`src/core/ddwd_pkg.sv`:
```
// constants shared by the display data word decoder
package ddwd_pkg;
  typedef enum logic [3:0] {
    MODE_CHAR   = 4'h0,
    MODE_SVEC   = 4'h1,
    MODE_LVEC   = 4'h2,
    MODE_POINT  = 4'h3,
    MODE_GRAPHX = 4'h4,
    MODE_GRAPHY = 4'h5,
    MODE_RELPT  = 4'h6
  } ddwd_mode_t;

  // apb register byte offsets
  localparam logic [7:0] OFS_CTRL    = 8'h00;
  localparam logic [7:0] OFS_WORD    = 8'h04;
  localparam logic [7:0] OFS_INCR    = 8'h08;
  localparam logic [7:0] OFS_POS     = 8'h0c;
  localparam logic [7:0] OFS_DELTA   = 8'h10;
  localparam logic [7:0] OFS_CHARS   = 8'h14;
  localparam logic [7:0] OFS_STATUS  = 8'h18;

  // word fields
  localparam int         BIT_CTRL    = 15;
  localparam int         BIT_INTENS  = 14;
  localparam int         BIT_DIR     = 13;
  localparam int         LV_MAG_W    = 10;
  localparam int         SV_DY_LSB   = 0;
  localparam int         SV_DY_DIR   = 6;
  localparam int         SV_DX_LSB   = 7;
  localparam int         SV_DX_DIR   = 13;
  localparam int         SV_MAG_W    = 6;
  localparam int         CH_CODE_W   = 7;
  localparam int         CH2_LSB     = 7;
  localparam int         CTRL_MODE_LSB = 11;

  // character cell and screen
  localparam logic [9:0] CHAR_PITCH  = 10'h00e;
  localparam logic [9:0] LINE_PITCH  = 10'h018;
  localparam logic [9:0] LEFT_EDGE   = 10'h000;
  localparam logic [6:0] CODE_CR     = 7'h0d;
  localparam logic [6:0] CODE_LF     = 7'h0a;

  // reset values
  localparam logic [3:0] RST_MODE    = 4'h0;
  localparam logic [9:0] RST_INCR    = 10'h001;
endpackage

```
`src/core/ddwd_decoder.sv`:
```
// display data word decoder with apb slave
//
// The APB register port and the register addresses were decided locally.
`timescale 1ns/1ps

// Summary of operation
// - bit 15 clear marks a data word
// - long vector and point consume word pairs
// - other modes use one word each
// - route words to delta, position, character
// - strobes follow mode held at arrival
// - decode seven mode codes zero to six
// - two seven-bit codes per character word
// - advance beam right after each character
// - carriage return or line feed starts line
// - magnitude with direction forms signed delta
// - long vector: X word, Y word, draw
// - vector end becomes next start point
// - ten-bit X then ten-bit Y point load
// - point intensify only when bit 14 set
// - graph Y: load Y, then add increment X
// - graph X: load X, then add increment Y
// - store graph increment constant
// - graph Y without setup starts left edge
// - relative point moves, lights at end if bit 14 set
module ddwd_decoder (
  input  wire logic        mclk,       // 250 MHz clock
  input  wire logic        resetn,     // async reset, low
  input  wire logic        psel,       // apb select
  input  wire logic        penable,    // apb enable
  input  wire logic        pwrite,     // apb direction
  input  wire logic [7:0]  paddr,      // apb byte address
  input  wire logic [31:0] pwdata,     // apb write data
  output logic             pready,     // apb ready
  output logic [31:0]      prdata,     // apb read data
  output logic             pslverr,    // apb error
  output logic [9:0]       posX,       // beam x position
  output logic [9:0]       posY,       // beam y position
  output logic             drawStrobe, // one-cycle: move to new position
  output logic             intensify,  // with drawStrobe: light beam
  output logic [6:0]       charCode,   // character code shown
  output logic             charStrobe  // one-cycle: show charCode
);

  typedef struct packed {
    logic [3:0]  mode;
    logic        second;
    logic        firstInt;
    logic        posValid;
    logic [9:0]  incr;
    logic [9:0]  x;
    logic [9:0]  y;
    logic [9:0]  lineStart;
    logic [10:0] dx;
    logic [10:0] dy;
    logic [13:0] chars;
    logic        charPend;
    logic        draw;
    logic        intens;
    logic        chStb;
    logic [6:0]  chOut;
    logic        rdy;
    logic [31:0] rdata;
    logic        err;
    logic        ctrlSeen;
  } ddwd_state_t;

  ddwd_state_t s_q;
  ddwd_state_t s_d;

  logic        wrAcc;
  logic        rdAcc;
  logic [15:0] w;
  logic [10:0] sdx;
  logic [10:0] sdy;
  logic [9:0]  nx;
  logic [9:0]  ny;

  assign wrAcc = psel && penable && pwrite && !s_q.rdy;
  assign rdAcc = psel && penable && !pwrite && !s_q.rdy;
  assign w     = pwdata[15:0];

  ////////////////////////////////////////////////////////////////////////////////

  // signed delta from magnitude and sign bit
  function automatic logic [10:0] sgn(input logic [9:0] mag, input logic neg);
    sgn = neg ? (11'h000 - {1'b0, mag}) : {1'b0, mag};
  endfunction

  always_comb begin
    s_d        = s_q;
    s_d.draw   = 1'b0;
    s_d.chStb  = 1'b0;
    s_d.rdy    = 1'b0;
    s_d.err    = 1'b0;
    sdx        = 11'h000;
    sdy        = 11'h000;
    nx         = s_q.x;
    ny         = s_q.y;
    // second character of a word goes out one cycle after the first
    if (s_q.charPend) begin
      s_d.charPend = 1'b0;
      s_d.chStb    = 1'b1;
      s_d.chOut    = s_q.chars[13:7];
      s_d.draw     = 1'b1;
      s_d.intens   = 1'b0;
      if (s_q.chars[13:7] == ddwd_pkg::CODE_CR || s_q.chars[13:7] == ddwd_pkg::CODE_LF) begin
        s_d.x         = s_q.lineStart;
        s_d.y         = s_q.y - ddwd_pkg::LINE_PITCH;
        s_d.chStb     = 1'b0;
      end else begin
        s_d.x = s_q.x + ddwd_pkg::CHAR_PITCH;
      end
    end
    if (psel && penable && !s_q.rdy) begin
      s_d.rdy = 1'b1;
    end
    if (wrAcc) begin
      unique case (paddr)
        ddwd_pkg::OFS_CTRL: begin
          s_d.mode   = w[3:0];
          s_d.second = 1'b0;
        end
        ddwd_pkg::OFS_INCR: begin
          s_d.incr = w[9:0];
        end
        ddwd_pkg::OFS_WORD: begin
          // data only when bit 15 clear
          if (w[ddwd_pkg::BIT_CTRL]) begin
            // control word, mode kept unless it sets one
            s_d.ctrlSeen = 1'b1;
            if (w[ddwd_pkg::CTRL_MODE_LSB+3] == 1'b0) begin
              s_d.mode   = w[ddwd_pkg::CTRL_MODE_LSB +: 4];
              s_d.second = 1'b0;
            end
          end else if (!s_q.charPend) begin
            unique case (s_q.mode)
              ddwd_pkg::MODE_CHAR: begin
                s_d.chars    = w[13:0];
                s_d.chOut    = w[6:0];
                s_d.chStb    = 1'b1;
                s_d.charPend = 1'b1;
                s_d.draw     = 1'b1;
                s_d.intens   = 1'b0;
                if (w[6:0] == ddwd_pkg::CODE_CR || w[6:0] == ddwd_pkg::CODE_LF) begin
                  s_d.x     = s_q.lineStart;
                  s_d.y     = s_q.y - ddwd_pkg::LINE_PITCH;
                  s_d.chStb = 1'b0;
                end else begin
                  s_d.x = s_q.x + ddwd_pkg::CHAR_PITCH;
                end
              end
              ddwd_pkg::MODE_SVEC, ddwd_pkg::MODE_RELPT: begin
                sdx  = sgn({4'h0, w[ddwd_pkg::SV_DX_LSB +: ddwd_pkg::SV_MAG_W]},
                           w[ddwd_pkg::SV_DX_DIR]);
                sdy  = sgn({4'h0, w[ddwd_pkg::SV_DY_LSB +: ddwd_pkg::SV_MAG_W]},
                           w[ddwd_pkg::SV_DY_DIR]);
                s_d.dx = sdx;
                s_d.dy = sdy;
                // end point kept as next start
                s_d.x    = s_q.x + sdx[9:0];
                s_d.y    = s_q.y + sdy[9:0];
                s_d.draw = 1'b1;
                // short vector and relative point both lit by bit 14
                s_d.intens = w[ddwd_pkg::BIT_INTENS];
              end
              ddwd_pkg::MODE_LVEC: begin
                // x word then y word, then draw
                if (!s_q.second) begin
                  s_d.dx       = sgn(w[ddwd_pkg::LV_MAG_W-1:0], w[ddwd_pkg::BIT_DIR]);
                  s_d.firstInt = w[ddwd_pkg::BIT_INTENS];
                  s_d.second   = 1'b1;
                end else begin
                  sdy          = sgn(w[ddwd_pkg::LV_MAG_W-1:0], w[ddwd_pkg::BIT_DIR]);
                  s_d.dy       = sdy;
                  s_d.x        = s_q.x + s_q.dx[9:0];
                  s_d.y        = s_q.y + sdy[9:0];
                  s_d.draw     = 1'b1;
                  s_d.intens   = s_q.firstInt;
                  s_d.second   = 1'b0;
                end
              end
              ddwd_pkg::MODE_POINT: begin
                if (!s_q.second) begin
                  s_d.x        = w[9:0];
                  s_d.firstInt = w[ddwd_pkg::BIT_INTENS];
                  s_d.second   = 1'b1;
                end else begin
                  s_d.y         = w[9:0];
                  s_d.lineStart = s_q.x;
                  s_d.posValid  = 1'b1;
                  s_d.draw      = 1'b1;
                  s_d.intens    = s_q.firstInt;
                  s_d.second    = 1'b0;
                end
              end
              ddwd_pkg::MODE_GRAPHY: begin
                // no setup starts at left edge
                nx = s_q.posValid ? s_q.x : ddwd_pkg::LEFT_EDGE;
                s_d.y        = w[9:0];
                s_d.draw     = 1'b1;
                s_d.intens   = 1'b1;
                // increment x after point; shown point uses nx
                s_d.x        = nx;
                s_d.posValid = 1'b1;
              end
              ddwd_pkg::MODE_GRAPHX: begin
                s_d.x        = w[9:0];
                s_d.draw     = 1'b1;
                s_d.intens   = 1'b1;
                s_d.posValid = 1'b1;
              end
              default: begin
              end
            endcase
          end
        end
        default: begin
          s_d.err = 1'b1;
        end
      endcase
    end
    // increment applied on the cycle after a graph point is shown
    if (s_q.draw && !s_q.chStb && s_q.mode == ddwd_pkg::MODE_GRAPHY && !wrAcc) begin
      s_d.x = s_q.x + s_q.incr;
    end
    if (s_q.draw && s_q.mode == ddwd_pkg::MODE_GRAPHX && !wrAcc) begin
      s_d.y = s_q.y + s_q.incr;
    end
    if (rdAcc) begin
      unique case (paddr)
        ddwd_pkg::OFS_CTRL:   s_d.rdata = {28'h0000000, s_q.mode};
        ddwd_pkg::OFS_INCR:   s_d.rdata = {22'h000000, s_q.incr};
        ddwd_pkg::OFS_POS:    s_d.rdata = {6'h00, s_q.y, 6'h00, s_q.x};
        ddwd_pkg::OFS_DELTA:  s_d.rdata = {5'h00, s_q.dy, 5'h00, s_q.dx};
        ddwd_pkg::OFS_CHARS:  s_d.rdata = {18'h00000, s_q.chars};
        ddwd_pkg::OFS_STATUS: s_d.rdata = {28'h0000000, s_q.ctrlSeen, s_q.charPend,
                                           s_q.posValid, s_q.second};
        ddwd_pkg::OFS_WORD:   s_d.rdata = 32'h00000000;
        default: begin
          s_d.rdata = 32'h00000000;
          s_d.err   = 1'b1;
        end
      endcase
    end
  end

  ////////////////////////////////////////////////////////////////////////////////

  always_ff @(posedge mclk or negedge resetn) begin
    if (!resetn) begin
      s_q      <= '0;
      s_q.mode <= ddwd_pkg::RST_MODE;
      s_q.incr <= ddwd_pkg::RST_INCR;
    end else begin
      s_q <= s_d;
    end
  end

  assign pready     = s_q.rdy;
  assign prdata     = s_q.rdata;
  assign pslverr    = s_q.err;
  assign posX       = s_q.x;
  assign posY       = s_q.y;
  assign drawStrobe = s_q.draw;
  assign intensify  = s_q.intens;
  assign charCode   = s_q.chOut;
  assign charStrobe = s_q.chStb;

endmodule // ddwd_decoder

```
`config.mk`:
```
export PLATFORM = sky130hd
export DESIGN_NAME = ddwd_decoder
export DESIGN_NICKNAME = d
export VERILOG_FILES = /design/src/core/ddwd_pkg.sv /design/src/core/ddwd_decoder.sv
export SDC_FILE = /design/constraint.sdc
export NUM_CORES = 1
export LEC_CHECK = 0
export BUFFER_PORTS_ARGS = -buffer_cell sky130_fd_sc_hd__buf_4
export CORE_MARGIN = 2
export CORE_UTILIZATION = 29
export DETAILED_ROUTE_END_ITERATION = 10
export HOLD_SLACK_MARGIN = 0.06
export PLACE_DENSITY_LB_ADDON = 0.08
export SLEW_MARGIN = 40
export SYNTH_ARGS = -nofsm -noshare
export SYNTH_HDL_FRONTEND = slang
export SYNTH_SLANG_ARGS = --single-unit
```
`constraint.sdc`:
```
create_clock -name mclk -period 5.5 [get_ports mclk]
set_input_delay 0.275 -clock mclk [delete_from_list [all_inputs] [get_ports mclk]]
set_output_delay 0.275 -clock mclk [all_outputs]
set_load 0.05 [all_outputs]
```
==> results of run 1 <==
path summary, 6_finish.rpt:
kind	slack, ps	end	cells past startpoint
setup / recovery	2190	posX[6]	9
hold / removal	90	s_q[56]	3
setup reg to reg	2190	posX[6]	9
hold reg to reg	470	s_q[0]	1
max in group asynchronous	3920	s_q[46]	3
min in group asynchronous	420	intensify	2
cell families after synthesis:
| family | count (synthesis) | synth area share |
|---|---|---|
| xor gates and xnor gates | 75 | 0.0642 |
| adders and majority gates | 67 | 0.0864 |
| muxes | 56 | 0.0576 |
| AOI/OAI and AO/OA | 366 | 0.234 |
| other | 1 | 0.000367 |
| buffers and inverters | 160 | 0.0823 |
| DFF | 122 | 0.299 |
| and+or+nand+nor | 380 | 0.176 |
per-layer routing:
metal  GRT usage  up-vias  part of all wire
met5           0        -                 0
li1            -     4381                 -
met2       0.357      255              0.46
met1       0.323     4665              0.48
met4      0.0624        0             0.015
met3      0.0411       40             0.050
metrics by stage:
step | hold WS (ps) | total power [uW]
final | 90.5 | 2490
after global routing | 78.2 | 2580
after CTS | 65.6 | 2520
after detailed placement | 362 | 1310
after global placement | 364 | 1310
after floorplan | -20.6 | 1170
flip-flops by register name (all words and copies together), names as in the netlist:
signal      cells
intensify       1
posX           10
charStrobe      1
pslverr         1
s_q            65
prdata         25
charCode        7
drawStrobe      1
pready          1
posY           10
worst reg2reg max path: cells and delay by family (launching register included):
family / cells / cell delay [ps]
AOI/OAI and AO/OA: 5 / 1140
adders and majority gates: 1 / 510
buffers and inverters: 1 / 330
DFF: 1 / 790
muxes: 1 / 280
and+or+nand+nor: 1 / 160
power groups by stage:
| stage | clock network (uW) | registers (uW) | logic (uW) |
|---|---|---|---|
| floorplan | 0 | 929 | 246 |
| global placement | 0 | 937 | 368 |
| detailed placement | 0 | 937 | 369 |
| CTS | 1230 | 921 | 370 |
| global route | 1260 | 921 | 403 |
| finish | 1200 | 921 | 370 |
cell type report:
type	instances	area, um2	area share
inverter	27	101	0.00881
tap	455	569	0.0495
clock buffer	18	439	0.0382
clock inverter	13	168	0.0146
sequential	122	3050	0.266
multi-input combinational	951	6360	0.553
antenna	1	2.50	0.000218
timing repair buffer	106	805	0.0699
layout by cell type, fill, tap and decap left out, types with 6 or more instances in the layout:
master | synthesis | routed
a211oi_1 | 10 | 10
a21o_1 | 16 | 16
a21oi_1 | 53 | 53
a221o_1 | 6 | 6
a221oi_1 | 16 | 16
a22oi_1 | 23 | 23
a31oi_1 | 8 | 8
and2_1 | 8 | 8
and3_1 | 7 | 6
buf_4 | 60 | 104
clkbuf_16 | 0 | 17
conb_1 | 1 | 7
dfrtp_1 | 121 | 121
fa_1 | 6 | 6
ha_1 | 61 | 61
inv_1 | 27 | 27
mux2_2 | 22 | 22
mux2i_1 | 33 | 33
nand2_1 | 172 | 172
nand2b_1 | 24 | 24
nand3_1 | 21 | 21
nand4_1 | 7 | 7
nor2_1 | 63 | 62
nor2b_1 | 11 | 11
nor3_1 | 21 | 20
o211ai_1 | 13 | 13
o21a_1 | 13 | 13
o21ai_0 | 126 | 126
o22ai_1 | 14 | 14
o31ai_1 | 10 | 10
or3_1 | 16 | 15
xnor2_1 | 54 | 54
xor2_1 | 21 | 21
==> impl_metrics.toml, run 1 <==
[status]
status = "finished clean"

[route]
wl_um = 41600
routed_via_density = 5.52
wl_per_cell_um = 24.6
first_iter_violations = 795
ant_nets = 0
drtPass1Iterations = 7
drcViolationCount = 0
num_vias = 9341

[power]
p_comb_frac = 0.149
power.leakage_uw = 0.00497
peakVddDrop_mv = 0.229
power.density_nw_per_um2 = 217
seq_power_share = 0.370
switching_share = 0.293
internal-power_uw = 1760
p_clk_frac = 0.482
power.switching_uw = 731

[grt]
grt_pass1_vias = 8942
grt_max_degree = 77
grt.overflow.total = 0
antenna_found_initial = 0
grt_usage = 0.229
grt_pass1_wl_um = 60500

[timing]
hold_viol_final = 0
finalCritPeriodShare = 0.603
setup_viol = 0
fin_tns_setup_ps = 0
setup_ws_ps = 2190
finalMaxSlewViolations = 0
tightest_slew_ps = 837
slew_headroom = 0.442
max_freq_mhz = 302
rsz0062_at_grt = "no"
skew_ps = 8.91
period_minus_slack_ps = 3310

[synthesis]
ys_seq_elements = 122
synth.area.top_cells = "dfrtp_1 30%, ha_1 7.5%, nand2_1 6.3%"
synth.largest_area_cell = "dfrtp_1"
async_reset_ff_frac = 1.00
synthCells = 1227
synthFlopType = "dfrtp_1"
yosysWarningCount = 0
syn_area_um2 = 10200
synth_top_area_frac = 0.296
syn_avg_cell_area_um2 = 8.34
synth_edf_count = 0
ys_types = 80
synth_common_cells = "172 x nand2_1, 126 x o21ai_0, 121 x dfrtp_1"
synth_most_common_cell = "nand2_1"
yosysSeqAreaShare = 0.299

[critical_path]
arrival_ps = 3650
required_ps = 5830
crit_path_top_delay_cell = "dfrtp_1"
critPathBufInv = 1
crit_path_max_fanout = 12
cp-start-kind = "register"
cp_cell_sequence = "inv_1, fa_1, nand2b_1, a21oi_1, o31ai_1, a32o_1, o31ai_1, o211ai_1, mux2_2"
critical-path-max-stage-delay_ps = 790
crit_type = "reg2reg"
worst_setup_path_end_kind = "register"
crit_family = "compound AO/OA/AOI/OAI gates"
crit_start = "posX[1]"
crit_top_cell = "o31ai_1"
worstReg2RegStart = "posX[1]"

[clock_tree]
cts_htree_levels = 4
clockRootBuffer = "clkbuf_16"
cts_tree = "yes"
clock-sinks = 122
cts_max_path_buffers = 2
clk_pin_slew_ps = 60
post-cts-setup-buffers = 0
clock_latency_ps = 440
cts_hold_buf = 1
cts-buffers-inserted = 17
cts_resized = 0

[die]
die_y_um = 192
die_area_um2 = 36800
top_level_ports = 109
start_util = 0.295
core_region_area_um2 = 34600
fp.dieW_um = 192
rows = 68

[cells_and_area]
postLayoutCoreUtil = 0.332
fin_nets = 1337
finalNonFillerCells = 1693
syn_to_final_growth_pct = 12.5
fillers = 3649
final_layout_size_suffix_gt1_frac = 0.142
final_area_um2 = 11500

[worst_hold_path]
hp-start = "pwdata[10]"
hold_class = "in2reg"

[run]
maxCapViolations = 0

[placement]
placed_area_um2 = 10900
dp_hpwl_um = 31000
place.gp.congestion = 0.890
place.port_buffers = 85
dpl_worst_slack_ps = 2010
placed_cells = 1660
(Power assumes the default switching activity.)
==> inputs of run 2 (changes only) <==
==> constraint.sdc (replaced) <==
create_clock -name mclk -period 3.4 [get_ports mclk]
set_input_delay 0.17 -clock mclk [delete_from_list [all_inputs] [get_ports mclk]]
set_output_delay 0.17 -clock mclk [all_outputs]
set_load 0.05 [all_outputs]
==> impl_metrics.toml, run 2 (synthesis results as in run 1) <==
[status]
status = "finished clean"

[die]
top_level_ports = 109
die_area_um2 = 36800
rows = 68
start_util = 0.295
fp.dieW_um = 192
die_y_um = 192
core_region_area_um2 = 34600

[grt]
grt_usage = 0.232
antenna_found_initial = 0
grt_max_degree = 82
grt_pass1_vias = 9203
grt_pass1_wl_um = 61500
grt.overflow.total = 0

[placement]
placed_area_um2 = 11200
dp_hpwl_um = 32600
place.port_buffers = 85
dpl_worst_slack_ps = 190
place.gp.congestion = 0.901

[cells_and_area]
antennaDiodeCount = 0
largest_reg_flops = 65
final_layout_size_suffix_gt1_frac = 0.168
final_cell_mix = "172 x nand2_1, 144 x buf_4, 125 x o21ai_0"
final_area_um2 = 11800
fin_nets = 1384
final_common_cell = "nand2_1"
syn_to_final_growth_pct = 15.6
largest-register = "s_q"
fillers = 3689

[power]
peakVddDrop_mv = 0.327
power.density_nw_per_um2 = 329
power.leakage_uw = 0.00518

[clock_tree]
clock_latency_ps = 440
clk_pin_slew_ps = 60
cts_htree_levels = 4
cts_max_path_buffers = 2
clock-sinks = 122
cts_tree = "yes"
cts-buffers-inserted = 17
post-cts-setup-buffers = 0
clockRootBuffer = "clkbuf_16"

[worst_hold_path]
hold_class = "in2reg"

[route]
drtPass1Iterations = 5
num_vias = 9501
wl_um = 42200
wl_per_cell_um = 24.3
ant_nets = 0
routed_via_density = 5.46
drcViolationCount = 0
first_iter_violations = 859

[timing]
hold_ws_ps = 80.2
finalMaxSlewViolations = 0
setup_viol = 0
finalCritPeriodShare = 0.892
setup_ws_ps = 367
slew_headroom = 0.460
max_freq_mhz = 330
hold_viol_final = 0
rsz0062_at_grt = "no"
fin_tns_setup_ps = 0
skew_ps = 13.9
period_minus_slack_ps = 3030
tightest_slew_ps = 811

[critical_path]
cp_cell_sequence = "dlygate4sd3_1, buf_4, o21ai_1, inv_1, fa_1, nand2b_1, a21oi_1, o31ai_1, a32o_1, o31ai_1, o211ai_1, mux2_2"
crit_type = "in2reg"
crit_path_top_delay_cell = "dlygate4sd3_1"
required_ps = 3720
crit_top_cell = "o31ai_1"
cp-start-kind = "primary input"
worst_setup_path_end_kind = "register"
critical-path-max-stage-delay_ps = 530
arrival_ps = 3350
crit_path_max_fanout = 11

[run]
maxCapViolations = 0
==> run 2: cell types whose count changed in the layout (fill, tap and decap cells not counted), moves of 2 or more <==
cell           before  now
buf_4             104  144
bufinv_16           3    0
clkinv_4            0    5
clkinvlp_4          5    3
dlygate4sd3_1       1    7
inv_6               4    2
inv_8               0    2
==> run 2: routing by layer <==
metal,vias to the layer above,global-route usage,part of all wire,wire length [um]
met1,4692,0.326,0.47,20000
met3,48,0.0362,0.048,2050
met4,0,0.0683,0.022,949
met2,284,0.365,0.46,19200
li1,4477,-,-,-
met5,-,0,0,0
==> run 2: power breakdown <==
part	switching (uW)	internal, uW	total, uW
clock network	802	967	1770
logic	401	233	634
registers	22.3	1460	1480
total	1230	2660	3890
==> run 2: timing repair <==
action,4_1_cts,5_1_grt
hold buffers,7,0
endpoints found under the hold margin,48,0
endpoints found under the setup margin,0,1
gates resized for setup,0,1
==> run 2: path summary, 6_finish.rpt <==
check	cells after the start	endpoint	slack [ps]	from
setup / recovery	12	posX[6]	370	pwdata[13]
hold / removal	3	s_q[55]	80	pwdata[9]
setup reg to reg	10	posX[6]	470	posX[0]
hold reg to reg	1	s_q[0]	470	s_q[0]
max in group asynchronous	3	s_q[69]	2310	resetn
min in group asynchronous	2	s_q[83]	250	resetn
==> run 2: final cells by class <==
class / instances / area [um2] / share of cell area
Multi-Input combinational cell: 951 / 6360 / 0.538
Sequential cell: 122 / 3050 / 0.258
Timing Repair Buffer: 153 / 1180 / 0.100
Tap cell: 455 / 569 / 0.0481
Clock buffer: 18 / 439 / 0.0371
Clock inverter: 14 / 116 / 0.00984
Inverter: 27 / 101 / 0.00857
==> run 2: through the flow <==
stage	power [uW]	cells	utilization
4_1_cts	3920	1740	0.341
5_1_grt	4040	1740	0.341
2_1_floorplan	1900	1233	-
3_5_place_dp	2130	1701	0.323
6_report	3890	1740	0.341
3_3_place_gp	2130	1701	0.323
==> run 2: critical path, delay by kind of cell <==
family | cells | cell delay (ps)
multiplexers | 1 | 270
AO/OA/AOI/OAI | 6 | 1480
AND/OR/NAND/NOR | 1 | 170
adder cells (fa/ha/maj) | 1 | 410
buffers and inverters | 3 | 840
==> inputs of run 3 (changes only) <==
--- a/config.mk
+++ b/config.mk
@@ -7,7 +7,8 @@
 export LEC_CHECK = 0
 export BUFFER_PORTS_ARGS = -buffer_cell sky130_fd_sc_hd__buf_4
 export CORE_MARGIN = 2
-export CORE_UTILIZATION = 29
+export CORE_UTILIZATION = 45
+export CTS_BUF_LIST = sky130_fd_sc_hd__clkbuf_4 sky130_fd_sc_hd__clkbuf_8
 export DETAILED_ROUTE_END_ITERATION = 10
 export HOLD_SLACK_MARGIN = 0.06
 export PLACE_DENSITY_LB_ADDON = 0.08
==> impl_metrics.toml, run 3 (synthesis results as in run 1) <==
[placement]
place.port_buffers = 85
place.gp.congestion = 0.943
dpl_worst_slack_ps = 157
dp_hpwl_um = 28100
placed_cells = 1521

[timing]
hold_viol_final = 0
setup_viol = 0
fin_tns_setup_ps = 0
skew_ps = 20.8
tightest_slew_ps = 781
finalCritPeriodShare = 0.975
setup_ws_ps = 86.3
finalMaxSlewViolations = 0
period_minus_slack_ps = 3310
slew_headroom = 0.478
max_freq_mhz = 302
rsz0062_at_grt = "no"

[cells_and_area]
final_layout_size_suffix_gt1_frac = 0.164
syn_to_final_growth_pct = 11.9
final_cell_mix = "172 x nand2_1, 135 x buf_4, 126 x o21ai_0"
largest-register = "s_q"
fin_nets = 1378
finalNonFillerCells = 1563
largest_reg_flops = 65
antennaDiodeCount = 0
final_common_cell = "nand2_1"
postLayoutCoreUtil = 0.508

[clock_tree]
cts_tree = "yes"
cts_max_path_buffers = 2
clock-sinks = 122
clockRootBuffer = "clkbuf_8"
cts-buffers-inserted = 17
cts_htree_levels = 4
clock_latency_ps = 460
clk_pin_slew_ps = 80
post-cts-setup-buffers = 0

[die]
rows = 55
core_region_area_um2 = 22500
die_y_um = 155
fp.dieW_um = 155
top_level_ports = 109
start_util = 0.455
die_area_um2 = 24000

[grt]
grt_pass1_vias = 9308
grt_usage = 0.316
busiest_layer = "met2"
grt_pass1_wl_um = 56800
grt_max_degree = 103
use_met3 = 0.0510
antenna_found_initial = 1
use_met1 = 0.427
grt.overflow.total = 0
use_met2 = 0.503

[critical_path]
r2r_end = "s_q[77]"
reg2reg_slack_ps = 570
crit_path_end = "posY[6]"
crit_path_max_fanout = 6
required_ps = 3750
reg2regPathDepth = 7
worst_setup_path_end_kind = "register"
crit_type = "in2reg"
crit_start = "pwdata[1]"
worstReg2RegStart = "s_q[125]"
cp-start-kind = "primary input"
arrival_ps = 3660

[route]
routed_via_density = 6.23
drcViolationCount = 0
wl_per_cell_um = 24.0
wl_um = 37500
num_vias = 9741
drtPass1Iterations = 5
first_iter_violations = 980
ant_nets = 0

[run]
maxCapViolations = 0

[power]
switching_share = 0.313
power.switching_uw = 1090
power.leakage_uw = 0.00509
power.density_nw_per_um2 = 304
internal-power_uw = 2390
p_comb_frac = 0.181
seq_power_share = 0.425
p_clk_frac = 0.394
peakVddDrop_mv = 0.180

[status]
status = "finished clean"

[worst_hold_path]
hold_class = "in2reg"
==> run 3: cell count changes in the layout (fill, tap and decap cells not counted), sizes merged, moves of 2 or more <==
| cell | previous run | this run |
|---|---|---|
| inv | 31 | 28 |
| bufinv | 0 | 2 |
| dlygate4sd3 | 7 | 10 |
| clkbuf | 18 | 20 |
| buf | 146 | 137 |
==> run 3: final cells by class <==
cell class	count	area, um2
fill	2182	11100
multi-input combinational	951	6380
sequential	122	3050
timing repair buffer	147	1160
tap	285	357
clock buffer	20	269
clock inverter	11	121
inverter	27	101
==> run 3: how the worst min path moves through the flow <==
| stage | start | to | slack (ps) | cells after the start |
|---|---|---|---|---|
| global route | pwdata[5] | charCode[5] | 90 | 3 |
| finish | pwdata[13] | s_q[59] | 100 | 3 |
| global placement | resetn | posX[6] | 380 | 1 |
| floorplan | resetn | charCode[0] | -130 | 0 |
| detailed placement | resetn | posX[7] | 290 | 1 |
| CTS | pwdata[13] | s_q[59] | 70 | 3 |
==> run 3: repair_timing <==
| item | in CTS | in global routing |
|---|---|---|
| endpoints found under the hold margin | 108 | 0 |
| hold buffers | 10 | 0 |
| resized for setup | 0 | 4 |
| endpoints found under the setup margin | 0 | 2 |
==> run 3: power groups by stage <==
stage | Sequential (uW) | Clock [uW] | Combinational, uW
floorplan | 1500 | 0 | 397
global placement | 1510 | 0 | 599
detailed placement | 1510 | 0 | 603
CTS | 1480 | 1390 | 615
global route | 1480 | 1440 | 681
finish | 1480 | 1370 | 629
==> run 3: per-layer routing <==
layer / share of wire / vias to the layer above
li1: - / 4465
met1: 0.42 / 4739
met2: 0.46 / 451
met3: 0.075 / 86
met4: 0.038 / 0
met5: 0 / -
==> run 3: worst max-delay path, stage by stage <==
cell and delay (ps):
dlygate4sd3_1 530, buf_4 160, buf_4 170, or3_1 440
or3_1 390, nand2_1 110, xnor2_1 170, ha_1 300
a21oi_1 210, nand2_1 90, xor2_1 160, a221oi_1 380
o221ai_1 210, o211a_1 170
==> run 3: through the flow <==
stage	hold WS (ps)	power [uW]	cell area (um2)
2_1_floorplan	-126	1900	10300
3_3_place_gp	378	2100	10900
3_5_place_dp	290	2110	10900
4_1_cts	74.0	3480	11400
5_1_grt	94.6	3610	11400
6_report	102	3480	11400
